## config.mk

```make
export PLATFORM = sky130hd
export DESIGN_NAME = int_prio_select
export DESIGN_NICKNAME = d
export VERILOG_FILES = /design/src/int_prio_pkg.sv /design/src/int_prio_select.sv /design/src/prio_arbiter.sv /design/src/sticky_w1c.sv
export VERILOG_INCLUDE_DIRS = /design/src /design/src/src
export SDC_FILE = /design/constraint.sdc
export NUM_CORES = 1
export LEC_CHECK = 0
export ABC_CLOCK_PERIOD_IN_PS = 7450
export BUFFER_PORTS_ARGS = -buffer_cell sky130_fd_sc_hd__buf_2
export CAP_MARGIN = 20
export CORE_MARGIN = 5
export CORE_UTILIZATION = 59
export DETAILED_ROUTE_END_ITERATION = 6
export PLACE_DENSITY = 0.84
export SLEW_MARGIN = 10
export SYNTH_ARGS = -nofsm -noshare
export SYNTH_HDL_FRONTEND = slang
export SYNTH_SLANG_ARGS = --single-unit
```

## constraint.sdc

```tcl
create_clock -name clk -period 7.45 [get_ports clk]
set_input_delay 1.1175 -clock clk [delete_from_list [all_inputs] [get_ports clk]]
set_output_delay 1.1175 -clock clk [all_outputs]
set_load 0.05 [all_outputs]
```

## src/int_prio_params.svh

```systemverilog
// register offsets, field positions, reset values for the priority select
`ifndef INT_PRIO_PARAMS_SVH
`define INT_PRIO_PARAMS_SVH

// ----------------------------------------------------------------------
// register indices (byte address is four times the index)
// ----------------------------------------------------------------------
`define IPS_IDX_LO_A      12'h0B8
`define IPS_IDX_HI_A      12'h0B9
`define IPS_IDX_LO_B      12'h0F8
`define IPS_IDX_HI_B      12'h0F9
`define IPS_IDX_NMI_STAT  12'h0F7
`define IPS_ADDR_LO_A     (`IPS_IDX_LO_A << 2)
`define IPS_ADDR_HI_A     (`IPS_IDX_HI_A << 2)
`define IPS_ADDR_LO_B     (`IPS_IDX_LO_B << 2)
`define IPS_ADDR_HI_B     (`IPS_IDX_HI_B << 2)
`define IPS_ADDR_NMI_STAT (`IPS_IDX_NMI_STAT << 2)
`define IPS_ADDR_CCU_PTR  12'h000
`define IPS_ADDR_IRQ_STAT 12'h004
`define IPS_ADDR_IRQ_MASK 12'h008
`define IPS_ADDR_CORE     12'h00C

// ----------------------------------------------------------------------
// field layout and sizes
// ----------------------------------------------------------------------
`define IPS_NODES         14
`define IPS_NODES_A       6
`define IPS_NODES_B       8
`define IPS_CCU_FIRST     10
`define IPS_CCU_NODES     4
`define IPS_NMI_SRCS      8
`define IPS_IRQ_EVENTS    3
`define IPS_EV_VECTOR     0
`define IPS_EV_PREEMPT    1
`define IPS_EV_NMI        2
`define IPS_RANK_NMI      3'h5
`define IPS_AUTOCLR_MASK  14'h000F

// ----------------------------------------------------------------------
// reset values
// ----------------------------------------------------------------------
`define IPS_RST_LO_A      6'h00
`define IPS_RST_HI_A      6'h00
`define IPS_RST_LO_B      8'h00
`define IPS_RST_HI_B      8'h04
`define IPS_RST_CCU_PTR   8'hE4
`define IPS_RST_IRQ_MASK  3'h0

`endif

```

## src/int_prio_pkg.sv

```systemverilog
// types shared by the interrupt priority select files
package int_prio_pkg;
  typedef logic [1:0] level_t;
  typedef logic [3:0] node_t;
  typedef logic [2:0] rank_t;
endpackage

```

## src/int_prio_select.sv

```systemverilog
// interrupt priority select: level registers, flags, arbitration, apb
`timescale 1ns/10ps
`include "int_prio_params.svh"
module int_prio_select
  import int_prio_pkg::*;
(
  // clock and reset
  input  wire logic        clk,
  input  wire logic        rstn,
  // apb slave
  input  wire logic        psel,
  input  wire logic        penable,
  input  wire logic        pwrite,
  input  wire logic [11:0] paddr,
  input  wire logic [31:0] pwdata,
  input  wire logic [3:0]  pstrb,
  output      logic        pready,
  output      logic [31:0] prdata,
  output      logic        pslverr,
  // peripheral request flags, one per node
  input  wire logic [13:0] periphFlags,
  // capture/compare unit sources
  input  wire logic [3:0]  ccuSrc,
  // non-maskable event pulses
  input  wire logic [7:0]  nmiEvent,
  // processor core side
  output      logic        intReq,
  output      logic        nmiReq,
  output      node_t       intNode,
  output      level_t      intLevel,
  input  wire logic        intAck,
  input  wire logic        intReti,
  // flag clear pulses back to the peripherals
  output      logic [13:0] vectorClr,
  // interrupt line
  output      logic        irq
);

  // ----------------------------------------------------------------------
  // reset release
  // ----------------------------------------------------------------------
  logic rstSync1_q;
  logic rstSync2_q;
  wire  rstnSync = rstSync2_q;

  // two-stage release of the asynchronous reset
  // other flops reset on this copy, so release never hits a setup window
  always_ff @(posedge clk or negedge rstn) begin
    if (!rstn) begin
      rstSync1_q <= 1'b0;
      rstSync2_q <= 1'b0;
    end else begin
      rstSync1_q <= 1'b1;
      rstSync2_q <= rstSync1_q;
    end
  end

  // ----------------------------------------------------------------------
  // apb decode
  // ----------------------------------------------------------------------
  logic        pready_q;
  logic [31:0] prdata_q;
  logic        pslverr_q;

  wire accessPh  = psel & penable;
  wire takeNow   = accessPh & pready_q;
  wire wrNow     = takeNow & pwrite;
  wire laneZero  = pstrb[0];
  // register selects on the byte address, four times the index
  wire selLoA    = (paddr == `IPS_ADDR_LO_A);
  wire selHiA    = (paddr == `IPS_ADDR_HI_A);
  wire selLoB    = (paddr == `IPS_ADDR_LO_B);
  wire selHiB    = (paddr == `IPS_ADDR_HI_B);
  wire selNmi    = (paddr == `IPS_ADDR_NMI_STAT);
  wire selPtr    = (paddr == `IPS_ADDR_CCU_PTR);
  wire selIrqSt  = (paddr == `IPS_ADDR_IRQ_STAT);
  wire selIrqMk  = (paddr == `IPS_ADDR_IRQ_MASK);
  wire selCore   = (paddr == `IPS_ADDR_CORE);
  wire mapped    = selLoA | selHiA | selLoB | selHiB | selNmi |
                   selPtr | selIrqSt | selIrqMk | selCore;
  wire wrOk      = wrNow & mapped & laneZero;
  wire [7:0] wrByte = pwdata[7:0];

  // ----------------------------------------------------------------------
  // priority level registers
  // ----------------------------------------------------------------------
  logic [5:0] loA_q;
  logic [5:0] hiA_q;
  logic [7:0] loB_q;
  logic [7:0] hiB_q;
  logic [7:0] ccuPtr_q;
  logic [2:0] irqMask_q;

  // software writes, reserved bits 7:6 of the first pair are not kept
  always_ff @(posedge clk or negedge rstnSync) begin
    if (!rstnSync) begin
      loA_q     <= `IPS_RST_LO_A;
      hiA_q     <= `IPS_RST_HI_A;
      loB_q     <= `IPS_RST_LO_B;
      hiB_q     <= `IPS_RST_HI_B;
      ccuPtr_q  <= `IPS_RST_CCU_PTR;
      irqMask_q <= `IPS_RST_IRQ_MASK;
    end else begin
      if (wrOk && selLoA) begin
        loA_q <= wrByte[5:0];
      end
      if (wrOk && selHiA) begin
        hiA_q <= wrByte[5:0];
      end
      if (wrOk && selLoB) begin
        loB_q <= wrByte;
      end
      if (wrOk && selHiB) begin
        hiB_q <= wrByte;
      end
      if (wrOk && selPtr) begin
        ccuPtr_q <= wrByte;
      end
      if (wrOk && selIrqMk) begin
        irqMask_q <= wrByte[2:0];
      end
    end
  end

  // node order: first pair holds nodes 0-5, second pair nodes 6-13
  wire [13:0] lvlLow  = {loB_q, loA_q};
  wire [13:0] lvlHigh = {hiB_q, hiA_q};

  // ----------------------------------------------------------------------
  // request flag sampling and capture/compare routing
  // ----------------------------------------------------------------------
  logic [13:0] flags_q;
  logic [3:0]  ccuSrc_q;

  // flags are read where they live, once per clock
  always_ff @(posedge clk or negedge rstnSync) begin
    if (!rstnSync) begin
      flags_q  <= 14'h0000;
      ccuSrc_q <= 4'h0;
    end else begin
      flags_q  <= periphFlags;
      ccuSrc_q <= ccuSrc;
    end
  end

  // source s goes to node 10+k when its two pointer bits equal k
  logic [3:0] ccuNodeReq;
  genvar k;
  generate
    for (k = 0; k < `IPS_CCU_NODES; k++) begin : g_ccu
      wire [3:0] hit;
      assign hit[0] = ccuSrc_q[0] & (ccuPtr_q[1:0] == 2'(k));
      assign hit[1] = ccuSrc_q[1] & (ccuPtr_q[3:2] == 2'(k));
      assign hit[2] = ccuSrc_q[2] & (ccuPtr_q[5:4] == 2'(k));
      assign hit[3] = ccuSrc_q[3] & (ccuPtr_q[7:6] == 2'(k));
      assign ccuNodeReq[k] = |hit;
    end
  endgenerate

  // capture/compare requests join the four top nodes
  wire [13:0] nodeReq = flags_q | {ccuNodeReq, 10'h000};

  // ----------------------------------------------------------------------
  // non-maskable status flags
  // ----------------------------------------------------------------------
  logic [7:0] nmiStat;

  // set by source pulses, cleared only by writing ones
  sticky_w1c #(
    .W       (`IPS_NMI_SRCS)
  ) u_nmi_stat (
    .clk     (clk),
    .rstn    (rstnSync),
    .setBits (nmiEvent),
    .clrWr   (wrOk & selNmi),
    .clrBits (wrByte),
    .flags   (nmiStat)
  );

  // ----------------------------------------------------------------------
  // arbitration among maskable nodes
  // ----------------------------------------------------------------------
  logic   winValid;
  node_t  winNode;
  level_t winLevel;

  prio_arbiter u_arb (
    .req      (nodeReq),
    .lvlLow   (lvlLow),
    .lvlHigh  (lvlHigh),
    .winValid (winValid),
    .winNode  (winNode),
    .winLevel (winLevel)
  );

  // ----------------------------------------------------------------------
  // service tracking and presentation to the core
  // ----------------------------------------------------------------------
  logic [4:0]  active_q;
  logic        intReq_q;
  logic        nmiReq_q;
  node_t       intNode_q;
  level_t      intLevel_q;
  logic [13:0] vectorClr_q;

  // rank of the running service: 0 idle, level plus one, nmi on top
  rank_t runRank;
  logic [4:0] topOne;
  always_comb begin
    runRank = 3'h0;
    topOne  = 5'h00;
    for (int b = 0; b < 5; b++) begin
      if (active_q[b]) begin
        runRank = 3'(b + 1);
        topOne  = 5'h01 << b;
      end
    end
  end

  // pending request against the running rank, ack pushes, reti pops
  // equal level never pre-empts, so a held flag cannot re-enter itself
  wire   ackTake   = intAck & intReq_q;
  wire   nmiPend   = (|nmiStat) & ~active_q[4];
  wire   [2:0] winRank = {1'b0, winLevel} + 3'h1;
  wire   mskPend   = winValid & (winRank > runRank);
  wire   reqNext   = ~ackTake & (nmiPend | mskPend);
  wire   [4:0] ackOne = nmiReq_q ? 5'h10 : (5'h01 << intLevel_q);
  wire   [4:0] active_d = (active_q & ~(intReti ? topOne : 5'h00)) |
                          (ackTake ? ackOne : 5'h00);
  wire   [13:0] nodeOne = 14'h0001 << intNode_q;
  wire   autoClr   = ackTake & ~nmiReq_q;
  wire   [13:0] vectorClr_d = autoClr ?
                              (nodeOne & `IPS_AUTOCLR_MASK) : 14'h0000;
  wire   preempt   = ackTake & (runRank != 3'h0);

  // request registers, nmi chosen ahead of any level
  always_ff @(posedge clk or negedge rstnSync) begin
    if (!rstnSync) begin
      active_q    <= 5'h00;
      intReq_q    <= 1'b0;
      nmiReq_q    <= 1'b0;
      intNode_q   <= 4'h0;
      intLevel_q  <= 2'h0;
      vectorClr_q <= 14'h0000;
    end else begin
      active_q    <= active_d;
      intReq_q    <= reqNext;
      nmiReq_q    <= reqNext & nmiPend;
      intNode_q   <= winNode;
      intLevel_q  <= winLevel;
      vectorClr_q <= vectorClr_d;
    end
  end

  // ----------------------------------------------------------------------
  // block interrupt: sticky events and mask
  // ----------------------------------------------------------------------
  logic [2:0] irqStat;
  logic       irq_q;
  wire  [2:0] irqEv;

  // event sources: vector taken, pre-emption, any nmi pulse
  assign irqEv[`IPS_EV_VECTOR]  = ackTake;
  assign irqEv[`IPS_EV_PREEMPT] = preempt;
  assign irqEv[`IPS_EV_NMI]     = |nmiEvent;

  sticky_w1c #(
    .W       (`IPS_IRQ_EVENTS)
  ) u_irq_stat (
    .clk     (clk),
    .rstn    (rstnSync),
    .setBits (irqEv),
    .clrWr   (wrOk & selIrqSt),
    .clrBits (wrByte[2:0]),
    .flags   (irqStat)
  );

  // level output while any unmasked event flag stands
  always_ff @(posedge clk or negedge rstnSync) begin
    if (!rstnSync) begin
      irq_q <= 1'b0;
    end else begin
      irq_q <= |(irqStat & irqMask_q);
    end
  end

  // ----------------------------------------------------------------------
  // apb read mux and answer
  // ----------------------------------------------------------------------
  // core state word: active mask, presented node, request
  wire [31:0] coreWord = {15'h0000, intReq_q, 4'h0, intNode_q,
                          3'h0, active_q};
  wire [31:0] rdMux =
    selLoA   ? {26'h0000000, loA_q}     :
    selHiA   ? {26'h0000000, hiA_q}     :
    selLoB   ? {24'h000000, loB_q}      :
    selHiB   ? {24'h000000, hiB_q}      :
    selNmi   ? {24'h000000, nmiStat}    :
    selPtr   ? {24'h000000, ccuPtr_q}   :
    selIrqSt ? {29'h00000000, irqStat}  :
    selIrqMk ? {29'h00000000, irqMask_q} :
    selCore  ? coreWord                 : 32'h00000000;

  // one wait state, then ready with data and error flag
  always_ff @(posedge clk or negedge rstnSync) begin
    if (!rstnSync) begin
      pready_q  <= 1'b0;
      prdata_q  <= 32'h00000000;
      pslverr_q <= 1'b0;
    end else begin
      pready_q  <= accessPh & ~pready_q;
      prdata_q  <= (accessPh & ~pwrite) ? rdMux : 32'h00000000;
      pslverr_q <= accessPh & ~pready_q & ~mapped;
    end
  end

  // ----------------------------------------------------------------------
  // outputs
  // ----------------------------------------------------------------------
  // every output is a copy of a flop
  assign pready    = pready_q;
  assign prdata    = prdata_q;
  assign pslverr   = pslverr_q;
  assign intReq    = intReq_q;
  assign nmiReq    = nmiReq_q;
  assign intNode   = intNode_q;
  assign intLevel  = intLevel_q;
  assign vectorClr = vectorClr_q;
  assign irq       = irq_q;

endmodule

```

## src/prio_arbiter.sv

```systemverilog
// picks the highest-level request, lowest node number on a tie
`timescale 1ns/10ps
module prio_arbiter
  import int_prio_pkg::*;
(
  // requests and their level bits
  input  wire logic [13:0] req,
  input  wire logic [13:0] lvlLow,
  input  wire logic [13:0] lvlHigh,
  // winner
  output      logic        winValid,
  output      node_t       winNode,
  output      level_t      winLevel
);

  // ----------------------------------------------------------------------
  // per-node level from the high and low bit
  // ----------------------------------------------------------------------
  level_t nodeLvl [14];
  genvar i;
  generate
    for (i = 0; i < 14; i++) begin : g_lvl
      assign nodeLvl[i] = {lvlHigh[i], lvlLow[i]};
    end
  endgenerate

  // scan down so that an equal level at a lower node replaces the pick
  always_comb begin
    winValid = 1'b0;
    winNode  = 4'h0;
    winLevel = 2'h0;
    for (int n = 13; n >= 0; n--) begin
      if (req[n] && (!winValid || nodeLvl[n] >= winLevel)) begin
        winValid = 1'b1;
        winNode  = 4'(n);
        winLevel = nodeLvl[n];
      end
    end
  end

endmodule

```

## src/sticky_w1c.sv

```systemverilog
// sticky flag bank, set by hardware pulses, cleared by writing ones
`timescale 1ns/10ps
module sticky_w1c
  import int_prio_pkg::*;
#(
  parameter int W = 8
) (
  // clock and reset
  input  wire logic         clk,
  input  wire logic         rstn,
  // hardware set pulses
  input  wire logic [W-1:0] setBits,
  // software clear
  input  wire logic         clrWr,
  input  wire logic [W-1:0] clrBits,
  // flag state
  output      logic [W-1:0] flags
);

  // ----------------------------------------------------------------------
  // one flop per flag, set wins over a clear in the same cycle
  // ----------------------------------------------------------------------
  genvar i;
  generate
    for (i = 0; i < W; i++) begin : g_flag
      logic flag_q;
      wire  flag_d = setBits[i] | (flag_q & ~(clrWr & clrBits[i]));
      always_ff @(posedge clk or negedge rstn) begin
        if (!rstn) begin
          flag_q <= 1'b0;
        end else begin
          flag_q <= flag_d;
        end
      end
      assign flags[i] = flag_q;
    end
  endgenerate

endmodule

```

==> reports/qor.yml <==
cts:
  hold_buffers: 0
  cts-buffers-inserted: 9
  cts_tree: "built"
  clk-insertion-delay-late_ns: 0.40
  clock-sinks: 103
  clkTransAtPathRegs_ns: 0.11
  htree_levels: 3
  cts.path.max_buffers: 2
  cts-root-buf: "clkbuf_8"
route:
  vias: 6096
  dr.pass1.iters: 6
  drc: 0
  drt_wl_total_um: 20400
  drt_first_iter_violations: 690
  vias_per_cell: 6.30
  drtAntennaViolNets: 0
  wl_per_cell_um: 21.1
floorplan:
  dieArea_um2: 12000
  dieHeight_um: 110
  fp.dieW_um: 110
  io_pins: 138
  rows: 36
  start_util_pct: 60.3
  coreArea_um2: 9730
synth:
  synth_ff_type: "dfrtp_1"
  ys_types: 74
  syn_area_um2: 5860
  synth-seq-cells: 103
  synth_top_family_by_area: "simple AND/OR/NAND/NOR gates"
  synth_cells: 601
  synth.area.mux_share_pct: 6.85
  synth.avg_cell_area_um2: 9.76
  ys_seq_area_share_pct: 44.1
  ys_top_cells_by_count: "98 x dfrtp_1, 84 x nand2_1, 35 x nor2_1, 34 x o21ai_0"
  yosys.area_share.simple_pct: 19.7
  synth_area_leaders: "dfrtp_1 42%, nand2_1 5.4%, mux2_2 5.2%, ha_1 4.9%, buf_4 3.7%"
  synth_compound_gate_area_share_pct: 17.9
  synth_edf_count: 0
  synthXorXnorAreaFrac_pct: 0
  yosys.area.top_type: "dfrtp_1"
  synth_top_area_share_pct: 41.8
  synthAdderAreaFrac_pct: 5.27
  yosys.cell_count.top_type: "dfrtp_1"
  yosysWarnings: 0
  synthArstFlopShare_pct: 100
global_routing:
  antenna_found_initial: 0
  grt_pass1_vias: 6039
  grt_overflow_total: 0
  globalRouteTotalUtil_pct: 33.8
  grt_pass1_wl_um: 30600
  grt_max_degree: 87
critical_path:
  slowest_delay_ns: 0.55
  crit_path_max_fanout: 4
  cp-start-kind: "flop"
  slowest_stage: "dfstp_2"
  crit_required_ns: 7.73
  cp_common_cell: "nand2b_4"
  critPathCaptureType: "flop"
  criticalPathCategory: "reg -> reg"
  arrival_ns: 16.64
  r2r_cells: 93
sta:
  finalHoldViolations: 0
  fin_worst_skew_ns: 0.0133
  tightest_slew_ns: 0.919
  finalSetupTns_ns: -56.60
  slew_viol_final: 0
  fmax_ghz: 0.0611
  rsz0062_at_grt: "yes"
  period_share_pct: 220
  period_minus_slack_ns: 16.36
  timing.slew.headroom_pct: 38.2
  layout_setup_ws_ns: -8.91
  holdWs_ns: 0.190
  final-setup-viol-count: 7
pwr:
  vdd_drop_max_uv: 170
  power_mw: 1.35
  p_leak_nw: 3.90
  p_per_area_nw_per_um2: 165
run_status:
  violations: "setup timing"
  status: "finished with violations"
placed_design:
  gp_congestion: 0.908
  dp.cells: 916
  pre_cts_slack_ns: -8.88
  port_buffers: 81
  place_hpwl_um: 13700
layout:
  area_delta_synth_final_pct: 38.8
  nNetsFinal: 932
  final_cell_count_no_fill: 967
  fillers: 534
  final_layout_size_suffix_gt1_share_pct: 43.3
hold_path:
  hp-class: "reg -> async"
run:
  max_cap_violations: 0
[path summary, 6_finish.rpt]
path	start	slack, ns	endpoint
min in group clk	rstSync1_q	0.37	rstSync2_q
hold / removal	rstSync2_q	0.19	intNode[1]
setup / recovery	ccuPtr_q[6]	-8.91	intReq
setup reg to reg	ccuPtr_q[6]	-8.91	intReq
hold reg to reg	rstSync2_q	0.19	intNode[1]
max in group asynchronous	rstSync2_q	6.17	prdata[6]
[placed cells by master (no fill, tap or decap), types with 5 or more instances in the layout]
master    Yosys  layout
a21o_1       11      11
a21oi_1      22      15
a222oi_1      6       6
and2_1       13      10
and3_1        5       5
buf_2         0      81
buf_4        29     141
clkbuf_8      0       9
conb_1        2      30
dfrtp_1      98      97
dfstp_2       5       5
ha_1         23      15
ha_4          0       8
inv_1        29      29
mux2_2       27      23
nand2_1      84      79
nand2_2       0       5
nand2b_4      0      12
nand3_1      10      10
nand3b_1      7       7
nand4_1       6       6
nor2_1       35      31
nor3_1       13      10
nor3b_1      10       9
nor4_1       10       9
o211ai_1      5       5
o21ai_0      34      28
o21ai_2       1       9
[area by class of cell]
cell class / count / area [µm²] / area share (%)
multi-input cells: 460 / 3540 / 43.5
clock inverters: 7 / 101 / 1.25
diodes: 1 / 2.50 / 0.0307
repair buffers: 225 / 1510 / 18.5
flip-flops and latches: 103 / 2590 / 31.8
well taps: 133 / 166 / 2.04
inverters: 29 / 109 / 1.34
clock buffers: 9 / 124 / 1.52
[timing repair]
| action | 4_1_cts | 5_1_grt |
|---|---|---|
| endpoints found under the hold margin | 0 | 0 |
| setup buffers | 23 | 13 |
| pin swaps | 44 | 18 |
| gates cloned | 0 | 0 |
| gates resized for setup | 17 | 19 |
| endpoints found under the setup margin | 7 | 7 |
[power by group]
group / total, mW / switching [mW] / internal (mW)
Combinational: 0.326 / 0.200 / 0.126
Clock: 0.407 / 0.214 / 0.193
Sequential: 0.614 / 0.0317 / 0.582
[metal layers]
layer  vias up  wire (µm)  global-route usage, %
li1       2589          -                      -
met1      2946       7340                   39.3
met2       431      10000                   57.4
met3       130       1820                   7.63
met4         0       1230                   19.6
met5         -          0                      0
[through the flow]
step / utilization (%) / cell area [µm²]
final: 83.7 / 8140
after global routing: 83.6 / 8140
after CTS: 81.5 / 7930
after detailed placement: 76.5 / 7440
after global placement: 76.5 / 7440
after floorplan: - / 6280
[flip-flops by register name, indices dropped and copies added, names as in the netlist, 2 cells and up]
register                  count
active_q                      5
ccuPtr_q                      8
ccuSrc_q                      4
flags_q                      14
hiA_q                         6
hiB_q                         8
intLevel                      2
intNode                       4
irqMask_q                     3
loA_q                         6
loB_q                         8
prdata                       13
u_irq_stat.g_flag.flag_q      3
u_nmi_stat.g_flag.flag_q      8
vectorClr                     4
[kinds of logic after synthesis]
| kind of cell | count (synthesis) |
|---|---|
| compound gates | 145 |
| fa+ha+maj | 25 |
| buf+inv | 66 |
| flops | 103 |
| mux | 33 |
| other cells | 2 |
| simple gates | 227 |
[critical path, delay by kind of cell, from the launching register on]
kind	cells	cell delay (ns)
AOI/OAI and AO/OA	41	6.28
adders and majority gates	17	4.47
buffers and inverters	3	0.34
DFF	1	0.55
muxes	4	1.37
and+or+nand+nor	28	3.21
Power figures use the tool's default switching activity.
